[src/rtl/gpt_pkg.sv]
/*
 * Constants, register map and config layout of the 32-bit timer.
 * Assumes a 32-bit byte-addressed register port on the core clock.
 */
// Behaviour
// - Counter is 32 bits; config bit 8 set counts up, clear counts down.
// - Config bit 7 enables counting; clear after reset, so timer starts stopped.
// - Config bit 6 selects periodic when set, free-running when clear.
// - Prescale bits 3:0 divide by 1, 16, 256, 32768 for 0000/0100/1000/1111.
// - Bits 11:9 pick core clock, 32.768 kHz, undivided clock or pin edges.
// - Bits 5:4 pick binary, time up to 23 hours, or up to 255 hours.
// - Config bit 17 enables capture of the selected event.
// - Bits 16:12 choose capture event 0 to 25, source number minus two.
// - Capture copies the counter on the first assertion of the chosen source.
// - A read-only value register always shows the present counter.
// - A read/write load register holds the reload value.
// - Timer produces a trigger that starts an ADC conversion.
// - Periodic mode restarts from the load value at zero or full scale.
// - Free-running wraps zero to maximum going down, full to minimum going up.
// - Interrupt raised each time count reaches zero down or full scale up.
// - Writing any value to the clear register clears the pending timeout interrupt, not the capture flag.
package gpt_pkg;
	// ****************************************
	// Register offsets
	// ****************************************
	localparam logic [31:0] GPT_OFS_RELOAD = 32'hffff0320;
	localparam logic [31:0] GPT_OFS_COUNT = 32'hffff0324;
	localparam logic [31:0] GPT_OFS_CONFIG = 32'hffff0328;
	localparam logic [31:0] GPT_OFS_CLEAR = 32'hffff032c;
	localparam logic [31:0] GPT_OFS_CAPTURE = 32'hffff0330;
	localparam logic [31:0] GPT_OFS_STATUS = 32'hffff0334;
	localparam logic [31:0] GPT_OFS_MASK = 32'hffff0338;
	// ****************************************
	// Reset values
	// ****************************************
	localparam logic [31:0] GPT_RST_RELOAD = 32'h00000000;
	localparam logic [31:0] GPT_RST_COUNT = 32'h0fffffff;
	localparam logic [17:0] GPT_RST_CONFIG = 18'h00000;
	localparam logic [31:0] GPT_RST_CAPTURE = 32'h00000000;
	localparam logic [1:0] GPT_RST_IRQ = 2'h0;
	// Status bit positions
	localparam int GPT_ST_TIMEOUT = 0;
	localparam int GPT_ST_CAPTURE = 1;
	// ****************************************
	// Config field codes
	// ****************************************
	localparam logic [3:0] GPT_PRE_DIV16 = 4'h4;
	localparam logic [3:0] GPT_PRE_DIV256 = 4'h8;
	localparam logic [3:0] GPT_PRE_DIV32K = 4'hf;
	localparam logic [14:0] GPT_DMAX_1 = 15'h0000;
	localparam logic [14:0] GPT_DMAX_16 = 15'h000f;
	localparam logic [14:0] GPT_DMAX_256 = 15'h00ff;
	localparam logic [14:0] GPT_DMAX_32K = 15'h7fff;
	localparam logic [1:0] GPT_FMT_H23 = 2'h2;
	localparam logic [1:0] GPT_FMT_H255 = 2'h3;
	localparam logic [7:0] GPT_HMAX_23 = 8'h17;
	localparam logic [7:0] GPT_HMAX_255 = 8'hff;
	localparam logic [7:0] GPT_MAX_MS = 8'h3b;
	localparam logic [7:0] GPT_MAX_HUND = 8'h63;
	localparam logic [4:0] GPT_EVT_MAX = 5'h19;
	localparam int GPT_NUM_EVT = 26;

	typedef enum logic [2:0] {
		GPT_SRC_CORE = 3'b000,
		GPT_SRC_SLOW = 3'b001,
		GPT_SRC_UNDIV = 3'b010,
		GPT_SRC_PIN = 3'b011
	} gpt_src_t;

	// Config register layout, bits 17:0
	typedef struct packed {
		logic cap_en;
		logic [4:0] evt_sel;
		logic [2:0] src_sel;
		logic count_up;
		logic enable;
		logic periodic;
		logic [1:0] fmt;
		logic [3:0] prescale;
	} gpt_cfg_t;
endpackage

[src/rtl/gpt_timer.sv]
/*
 * General-purpose 32-bit up/down timer with prescaler, time format,
 * event capture, ADC trigger and a sticky interrupt register.
 * Assumes the register port and event sources run on clk; the slow,
 * undivided and pin count sources are asynchronous and synchronised here.
 */
`timescale 1ns/100ps
`default_nettype none
module gpt_timer
	import gpt_pkg::*;
(
	// Clock and reset
	input wire logic clk,
	input wire logic nrst,
	// Register port
	input wire logic [31:0] addr,
	input wire logic [31:0] wdata,
	input wire logic wr,
	input wire logic rd,
	output logic [31:0] rdata,
	// Count sources, asynchronous
	input wire logic slow_clk_in,
	input wire logic undivided_system_clock,
	input wire logic external_count_pin,
	// Interrupt sources for capture, offset by two
	input wire logic [GPT_NUM_EVT-1:0] irq_src,
	// Outputs
	output logic irq,
	output logic adc_trigger
);
	// ****************************************
	// Helpers
	// ****************************************
	// Prescaler terminal count per code
	function automatic logic [14:0] div_max(input logic [3:0] code);
		case (code)
			GPT_PRE_DIV16: div_max = GPT_DMAX_16;
			GPT_PRE_DIV256: div_max = GPT_DMAX_256;
			GPT_PRE_DIV32K: div_max = GPT_DMAX_32K;
			default: div_max = GPT_DMAX_1;
		endcase
	endfunction

	// One step of the time-format counter, fields wrap at natural limits
	function automatic logic [31:0] tm_step(input logic [31:0] v, input logic up,
		input logic [7:0] hmax);
		logic [7:0] h;
		logic [7:0] m;
		logic [7:0] s;
		logic [7:0] c;
		h = v[31:24];
		m = v[23:16];
		s = v[15:8];
		c = v[7:0];
		if (up) begin
			if (c < GPT_MAX_HUND) c = c + 8'h01;
			else begin
				c = 8'h00;
				if (s < GPT_MAX_MS) s = s + 8'h01;
				else begin
					s = 8'h00;
					if (m < GPT_MAX_MS) m = m + 8'h01;
					else begin
						m = 8'h00;
						h = (h < hmax) ? h + 8'h01 : 8'h00;
					end
				end
			end
		end else begin
			if (c != 8'h00) c = c - 8'h01;
			else begin
				c = GPT_MAX_HUND;
				if (s != 8'h00) s = s - 8'h01;
				else begin
					s = GPT_MAX_MS;
					if (m != 8'h00) m = m - 8'h01;
					else begin
						m = GPT_MAX_MS;
						h = (h != 8'h00) ? h - 8'h01 : hmax;
					end
				end
			end
		end
		tm_step = {h, m, s, c};
	endfunction

	// ****************************************
	// Registers
	// ****************************************
	gpt_cfg_t cfg_r;
	logic [31:0] reload_r;
	logic [31:0] count_r;
	logic [31:0] count_nxt;
	logic [31:0] capture_r;
	logic [1:0] status_r;
	logic [1:0] status_nxt;
	logic [1:0] mask_r;
	logic [14:0] pre_r;
	logic [14:0] pre_nxt;
	logic [2:0] slow_s_r;
	logic [2:0] undiv_s_r;
	logic [2:0] pin_s_r;
	logic src_prev_r;
	logic adc_r;

	// ****************************************
	// Register decode
	// ****************************************
	wire logic wr_reload = wr && (addr == GPT_OFS_RELOAD);
	wire logic wr_config = wr && (addr == GPT_OFS_CONFIG);
	wire logic wr_clear = wr && (addr == GPT_OFS_CLEAR);
	wire logic wr_capture = wr && (addr == GPT_OFS_CAPTURE);
	wire logic wr_status = wr && (addr == GPT_OFS_STATUS);
	wire logic wr_mask = wr && (addr == GPT_OFS_MASK);

	// ****************************************
	// Source selection and prescaler
	// ****************************************
	// Edges taken from the second and third stage only
	wire logic slow_edge = slow_s_r[1] & ~slow_s_r[2];
	wire logic undiv_edge = undiv_s_r[1] & ~undiv_s_r[2];
	wire logic pin_edge = pin_s_r[1] & ~pin_s_r[2];
	wire logic src_tick = (cfg_r.src_sel == GPT_SRC_CORE) ? 1'b1 :
		(cfg_r.src_sel == GPT_SRC_SLOW) ? slow_edge :
		(cfg_r.src_sel == GPT_SRC_UNDIV) ? undiv_edge :
		(cfg_r.src_sel == GPT_SRC_PIN) ? pin_edge : 1'b0;
	wire logic [14:0] pre_max = div_max(cfg_r.prescale);
	wire logic pre_wrap = (pre_r >= pre_max);
	wire logic cnt_tick = cfg_r.enable && src_tick && pre_wrap;

	// Prescaler held at zero while stopped so a restart is a full period
	always_comb begin
		pre_nxt = pre_r;
		if (!cfg_r.enable) pre_nxt = 15'h0000;
		else if (src_tick) pre_nxt = pre_wrap ? 15'h0000 : pre_r + 15'h0001;
	end

	// ****************************************
	// Counter
	// ****************************************
	// Reserved format code falls back to binary
	wire logic is_time = cfg_r.fmt[1];
	wire logic [7:0] hmax = (cfg_r.fmt == GPT_FMT_H255) ? GPT_HMAX_255 : GPT_HMAX_23;
	wire logic [31:0] full_val = is_time ? {hmax, GPT_MAX_MS, GPT_MAX_MS, GPT_MAX_HUND}
		: 32'hffffffff;
	wire logic [31:0] term_val = cfg_r.count_up ? full_val : 32'h00000000;
	wire logic [31:0] bin_step = cfg_r.count_up ? count_r + 32'h00000001
		: count_r - 32'h00000001;
	// Natural wrap gives free-running behaviour in both formats
	wire logic [31:0] step_val = is_time ? tm_step(count_r, cfg_r.count_up, hmax)
		: bin_step;
	wire logic at_term = (count_r == term_val);
	wire logic hit_term = cnt_tick && (step_val == term_val);

	// Reload on a load write or on leaving terminal in periodic mode
	always_comb begin
		count_nxt = count_r;
		if (wr_reload) count_nxt = wdata;
		else if (cnt_tick && cfg_r.periodic && at_term) count_nxt = reload_r;
		else if (cnt_tick) count_nxt = step_val;
	end

	// ****************************************
	// Capture
	// ****************************************
	// Source assumed synchronous; edge marks its first assertion
	wire logic evt_ok = (cfg_r.evt_sel <= GPT_EVT_MAX);
	wire logic src_lvl = evt_ok && irq_src[cfg_r.evt_sel];
	wire logic cap_fire = cfg_r.cap_en && src_lvl && !src_prev_r;

	// ****************************************
	// Interrupt status
	// ****************************************
	// New events win over a clear in the same cycle
	always_comb begin
		status_nxt = status_r;
		if (wr_status) status_nxt = status_r & ~wdata[1:0];
		if (wr_clear) status_nxt[GPT_ST_TIMEOUT] = 1'b0;
		if (hit_term) status_nxt[GPT_ST_TIMEOUT] = 1'b1;
		if (cap_fire) status_nxt[GPT_ST_CAPTURE] = 1'b1;
	end

	assign irq = |(status_r & mask_r);
	assign adc_trigger = adc_r;

	// ****************************************
	// Read mux
	// ****************************************
	wire logic [31:0] rd_val =
		(addr == GPT_OFS_RELOAD) ? reload_r :
		(addr == GPT_OFS_COUNT) ? count_r :
		(addr == GPT_OFS_CONFIG) ? {14'h0000, cfg_r} :
		(addr == GPT_OFS_CAPTURE) ? capture_r :
		(addr == GPT_OFS_STATUS) ? {30'h00000000, status_r} :
		(addr == GPT_OFS_MASK) ? {30'h00000000, mask_r} : 32'h00000000;

	// ****************************************
	// Sequential logic
	// ****************************************
	// Synchronisers for the asynchronous count sources
	always_ff @(posedge clk) begin
		if (!nrst) begin
			slow_s_r <= 3'h0;
			undiv_s_r <= 3'h0;
			pin_s_r <= 3'h0;
		end else begin
			slow_s_r <= {slow_s_r[1:0], slow_clk_in};
			undiv_s_r <= {undiv_s_r[1:0], undivided_system_clock};
			pin_s_r <= {pin_s_r[1:0], external_count_pin};
		end
	end

	// Software registers
	always_ff @(posedge clk) begin
		if (!nrst) begin
			cfg_r <= GPT_RST_CONFIG;
			reload_r <= GPT_RST_RELOAD;
			mask_r <= GPT_RST_IRQ;
		end else begin
			if (wr_config) cfg_r <= wdata[17:0];
			if (wr_reload) reload_r <= wdata;
			if (wr_mask) mask_r <= wdata[1:0];
		end
	end

	// Counter, prescaler and capture
	always_ff @(posedge clk) begin
		if (!nrst) begin
			count_r <= GPT_RST_COUNT;
			pre_r <= 15'h0000;
			capture_r <= GPT_RST_CAPTURE;
			src_prev_r <= 1'b0;
		end else begin
			count_r <= count_nxt;
			pre_r <= pre_nxt;
			src_prev_r <= src_lvl;
			if (cap_fire) capture_r <= count_r;
			else if (wr_capture) capture_r <= wdata;
		end
	end

	// Status, trigger and read data
	always_ff @(posedge clk) begin
		if (!nrst) begin
			status_r <= GPT_RST_IRQ;
			adc_r <= 1'b0;
			rdata <= 32'h00000000;
		end else begin
			status_r <= status_nxt;
			adc_r <= hit_term;
			rdata <= rd ? rd_val : 32'h00000000;
		end
	end
endmodule // gpt_timer
`default_nettype wire

[config.mk]
export PLATFORM = sky130hd
export DESIGN_NAME = gpt_timer
export DESIGN_NICKNAME = d
export VERILOG_FILES = /design/src/rtl/gpt_pkg.sv /design/src/rtl/gpt_timer.sv
export SDC_FILE = /design/constraint.sdc
export NUM_CORES = 1
export LEC_CHECK = 0
export ABC_AREA = 1
export BUFFER_PORTS_ARGS = -buffer_cell sky130_fd_sc_hd__buf_2
export CAP_MARGIN = 0
export CORE_UTILIZATION = 58
export CTS_CLUSTER_DIAMETER = 80
export DETAILED_ROUTE_END_ITERATION = 10
export PLACE_DENSITY = 0.76
export RECOVER_POWER = 50
export SETUP_SLACK_MARGIN = 0.2
export SLEW_MARGIN = 5
export SYNTH_ARGS = -nofsm -noshare
export SYNTH_HDL_FRONTEND = slang
export SYNTH_SLANG_ARGS = --single-unit
export TNS_END_PERCENT = 5
[constraint.sdc]
create_clock -name clk -period 6.3 [get_ports clk]
set_clock_uncertainty 0.2 [all_clocks]
set_input_delay 1.89 -clock clk [delete_from_list [all_inputs] [get_ports clk]]
set_output_delay 1.89 -clock clk [all_outputs]
set_load 0.05 [all_outputs]
=== Word-level counts from Yosys, hierarchy flattened ===
Cells that the tools add are included.

* Word-level logic and storage cells: 143
* Output and inout port bits: 34
* Bits in registers: 176

* Equal/unequal tests: 16
* Reduce and logical (&&, ||, !) cells: 27
* Magnitude comparators: 7
* Multiplexer cells: 52
* Add/sub/neg operators: 11
* Bitwise logic cells: 9

{| class="wikitable"
|+ Operator list
! cell !! count
|-
| $mux 32 || 13
|-
| $eq 32x32->1 const B || 7
|-
| $mux 8 || 25
|-
| $eq 32x32->1 || 2
|-
| $pmux 15 s3 || 1
|-
| $add 32x1->32 const B || 1
|-
| $add 8x1->8 const B || 4
|-
| $reduce_bool 8->1 || 4
|-
| $sub 32x1->32 const B || 1
|-
| $sub 8x1->8 const B || 4
|-
| $lt 8x6->1 const B || 2
|-
| $add 15x1->15 const B || 1
|-
| $ge 15x15->1 || 1
|-
| $mux 15 || 1
|-
| $logic_and 1x1->1 || 14
|-
| $eq 4x4->1 const B || 2
|-
| $lt 8x7->1 const B || 1
|-
| $lt 8x8->1 || 1
|-
| $mux 1 || 8
|-
| $eq 3x2->1 const B || 2
|-
| $lt 5x6->1 const B || 1
|-
| $mux 2 || 3
|-
| $reduce_bool 3->1 || 2
|-
| $bmux 1 s5 || 1
|-
| other kinds (13) || 20
|}

=== Longest topological paths before layout ===
* Word-level depth: 12
* Depth in mapped cells: 24
* Gate-level depth less buffers: 23

=== Worst setup path after synthesis ===
No wires, ideal clock.

* Path kind: input port to flip-flop
* From: input port addr[23]
* To: register capture_r[10]
* Buffers on the path: 1
* Path slack: 2614 ps
* Cell stages on the path: 9
* Data arrival time: 3344 ps
* Path through: nand4_1 > nor4_4 > and2_1 > nand2_1 > inv_2 > nand2_1 > clkbuf_1 > nand2_1 > a311oi_1

* Cells in the longest elaborated chain, start to end: 3

{| class="wikitable"
|+ Ends and longest elaborated chain
! item !! RTL line !! text
|-
| start: declaration || gpt_timer.sv:16 || <nowiki>input wire logic [31:0] addr,</nowiki>
|-
| $eq 32x32->1 || gpt_timer.sv:112 || <nowiki>wire logic wr_capture = wr && (addr == GPT_OFS_CAPTURE);</nowiki>
|-
| $logic_and 1x1->1 || gpt_timer.sv:112 ||
|-
| $reduce_bool 2->1 (no line) || n/a ||
|-
| end signal: assignment || gpt_timer.sv:237 || <nowiki>if (cap_fire) capture_r <= count_r;</nowiki>
|-
| end signal: assignment || gpt_timer.sv:238 || <nowiki>else if (wr_capture) capture_r <= wdata;</nowiki>
|-
| end: declaration || gpt_timer.sv:94 || <nowiki>logic [31:0] capture_r;</nowiki>
|}

No other way between the ends.
A chain may end at the register's enable or synchronous reset.

==> summary.md <==
| Metric | Value |
|---|---|
| Reg area | 3523 um2 |
| Routability congestion estimate | 1.009 |
| Gr usage total | 42.14% |
| DR WL met3 | 6115 um |
| Commonest non-fill, non-tap cell in the layout | nand2_1 |
| CTS Buf Count | 17 |
| Leakage power | 6.927 nW |
| Critical path startpoint category | input pin |
| Ys async rst share | 0% |
| Area occupied by multi-input gates | 8797 um2 |
| Register clock-pin slew on the reported worst setup and hold paths | 0.09 ns |
| Clk_lat worst skew | 0.45 ns |
| VDD IR-drop max | 0.0001274 V |
| #FFs+latches synth | 176 |
| DRT antenna net count | 0 |
| CTS tree | built |
| Unrepaired setup endpoints after global routing | no |
| Synthesized cell area | 13,890 um2 |
| Worst-margin pin slew | 1.872 ns |
| Seq/Total Area, Yosys | 25.37% |
| Clk buf depth | 2 |
| Gate Count Post-Synth | 2,251 |
| Accumulated negative setup slack | 0 ns |
| Most frequent cells in the layout | nand2_1, inv_1, nor2_1 |
| Initial antenna violation count | 0 |
| Largest net degree at the start of global routing | 63 |
| Drt pass-1 iters | 6 |
| Die Ht | 156.7 um |
| Top cells by area, synth | dfxtp_1, nand2_1, nand3_1, inv_1, nor2_1 |
| Post-synth top area share | 25.37% |
| Num rows | 56 |
| Worst EP required | 6.40 ns |
| Max-slew headroom | -24.82% |
| Synth Warn # | 0 |
| H-tree depth | 4 |
| Status | finished with violations |
| Remaining global-route overflow | 0 |
| Width of the die | 156.7 um |
| FMAX | 188.9 MHz |
| Uppermost layer routed | met4 |
| Clock sink total | 176 |
| Crit path max fanout | 31 |
| Post-CTS sizing | 0 |
| WS Path Type | in2reg |
| Syn_area_per_cell | 6.170 um2 |
| Min Tclk post-route | 5.293 ns |
| Hpwl dp | 37,550 um |
| Initial drt markers | 2,392 |
| Slew Limit Fails | 32 |
| DRC | 0 |
| Ys flop type | dfxtp_1 |
| Crit path capture type | flop |
| Final setup fails | 0 |
| Core region area | 23,470 um2 |
| Area Overhead vs Synth | 8.585% |
| Fin crit share | 84.01% |
| Max cap viols | 1 |
| Wire per inst | 19.36 um |
| Setup bufs post-CTS | 0 |
| Global-route wire length before repair | 80,450 um |
| Post-cts hold buffer count | 0 |
| M1 WL | 21,310 um |
| Synth area leader | dfxtp_1 |
| Io pins | 131 |
| CTS root buffer | clkbuf_16 |
| Area of the die | 24,570 um2 |
| Final hold vios | 0 |
| Syn Nets | 2,408 |
| Final WL | 51,270 um |
| Design Power | 0.002298 W |
| Crit path DAT | 5.39 ns |
| Starting density of the core | 59.17% |
| Violated checks | max-capacitance violations, max-slew violations |
| Number of enable flip-flop cells after synthesis | 0 |
| Layout Nets | 2,473 |
| Via count | 16,390 |
| Via density | 6.186 |
| Filler cells | 2,312 |
| Pwr per Cell Area | 152.4 nW/um2 |
| Port buffer count | 130 |
| Layout cells sized above 1 | 9.661% |
| Synth unique cells | 54 |
| Vias in the first global route | 14,730 |
| Length of routed met2 wiring | 21,660 um |
| Hold Crit Class | reg2reg |
## flip-flops by register name, indices dropped and copies added (netlist names)
signal       count
reload_r        32
rdata           32
undiv_s_r        3
mask_r           2
src_prev_r       1
capture_r       32
adc_trigger      1
count_r         32
status_r         2
pre_r           15
cfg_r           18
slow_s_r         3
pin_s_r          3
## report_power, final
part | leakage [nW] | switching (W) | internal, W | total [W]
sequential | 1.42 | 0.00000167 | 0.00111 | 0.00112
combinational | 5.22 | 0.0000598 | 0.0000297 | 0.0000894
clock | 0.291 | 0.000555 | 0.000538 | 0.00109
total | 6.93 | 0.000616 | 0.00168 | 0.00230
## worst paths after layout
path,from,to,slack [ns],cells after the start
max reg2reg,cfg_r[8],count_r[26],1.88,12
min reg2reg,slow_s_r[0],slow_s_r[1],0.21,2
max,nrst,count_r[2],1.01,5
min,slow_s_r[0],slow_s_r[1],0.21,2
## metrics by stage
| step | util [%] | worst slack (ns) | hold slack, ns | instance area [um2] | cells |
|---|---|---|---|---|---|
| floorplan | - | 2.614 | 0.1905 | 13890 | 2251 |
| global placement | 62.04 | 1.659 | 0.1946 | 14560 | 2616 |
| detailed placement | 62.04 | 1.541 | 0.2058 | 14560 | 2616 |
| CTS | 64.56 | 1.992 | 0.2196 | 15150 | 2648 |
| global route | 64.24 | 0.9892 | 0.2474 | 15080 | 2648 |
| finish | 64.25 | 1.007 | 0.2128 | 15080 | 2649 |
## cells by family (layout without fill, tap and decap cells)
group	after synthesis	in the layout	share of synthesized area [%]
simple gates	1193	1193	37.81
compound gates	432	432	19.50
buf+inv	379	457	11.16
flops	176	176	25.37
fa+ha+maj	60	60	5.459
xor+xnor	11	11	0.6937
other cells	0	1	0
## synthesized netlist by cell type (2+ instances only)
cell	instances
nand2_1	619
inv_1	252
nor2_1	225
nand3_1	201
dfxtp_1	176
a21oi_1	140
o21ai_0	83
o211ai_1	77
ha_1	59
nand4_1	48
clkbuf_1	45
buf_2	36
a311oi_1	27
inv_2	24
o221ai_1	22
nor3_1	18
a211oi_1	16
o21ai_1	15
a31oi_1	14
nor2_2	13
nand2_2	12
nand3b_1	9
nor2_4	9
nor4_1	9
o2111ai_1	9
buf_6	8
xor2_1	8
nand3_2	7
a221oi_1	6
buf_4	6
nor3_2	6
nand2_4	5
o22ai_1	5
or2_2	5
buf_1	4
clkinv_1	4
o21bai_1	4
o31ai_1	3
xnor2_1	3
a21boi_0	2
a21o_1	2
and2_1	2
o311ai_1	2
## per-layer routing
metal | up-vias | track usage, %
li1 | 7697 | -
met1 | 7415 | 58.04
met2 | 1110 | 62.58
met4 | 0 | 19.37
met3 | 164 | 8.779
met5 | - | 0
## final cells by class
class	count	area share, %
well taps	319	2.647
multi-input cells	1696	58.33
diodes	1	0.01659
inverters	280	6.969
clock buffers	18	2.846
flip-flops and latches	176	23.36
clock inverters	14	1.079
repair buffers	145	4.746
## critical path, stage by stage
cell	delay, ns
clkbuf_1	1.32
inv_1	1.01
clkbuf_1	0.69
a21oi_1	0.33
o211ai_1	0.13
(Power assumes the default switching activity.)
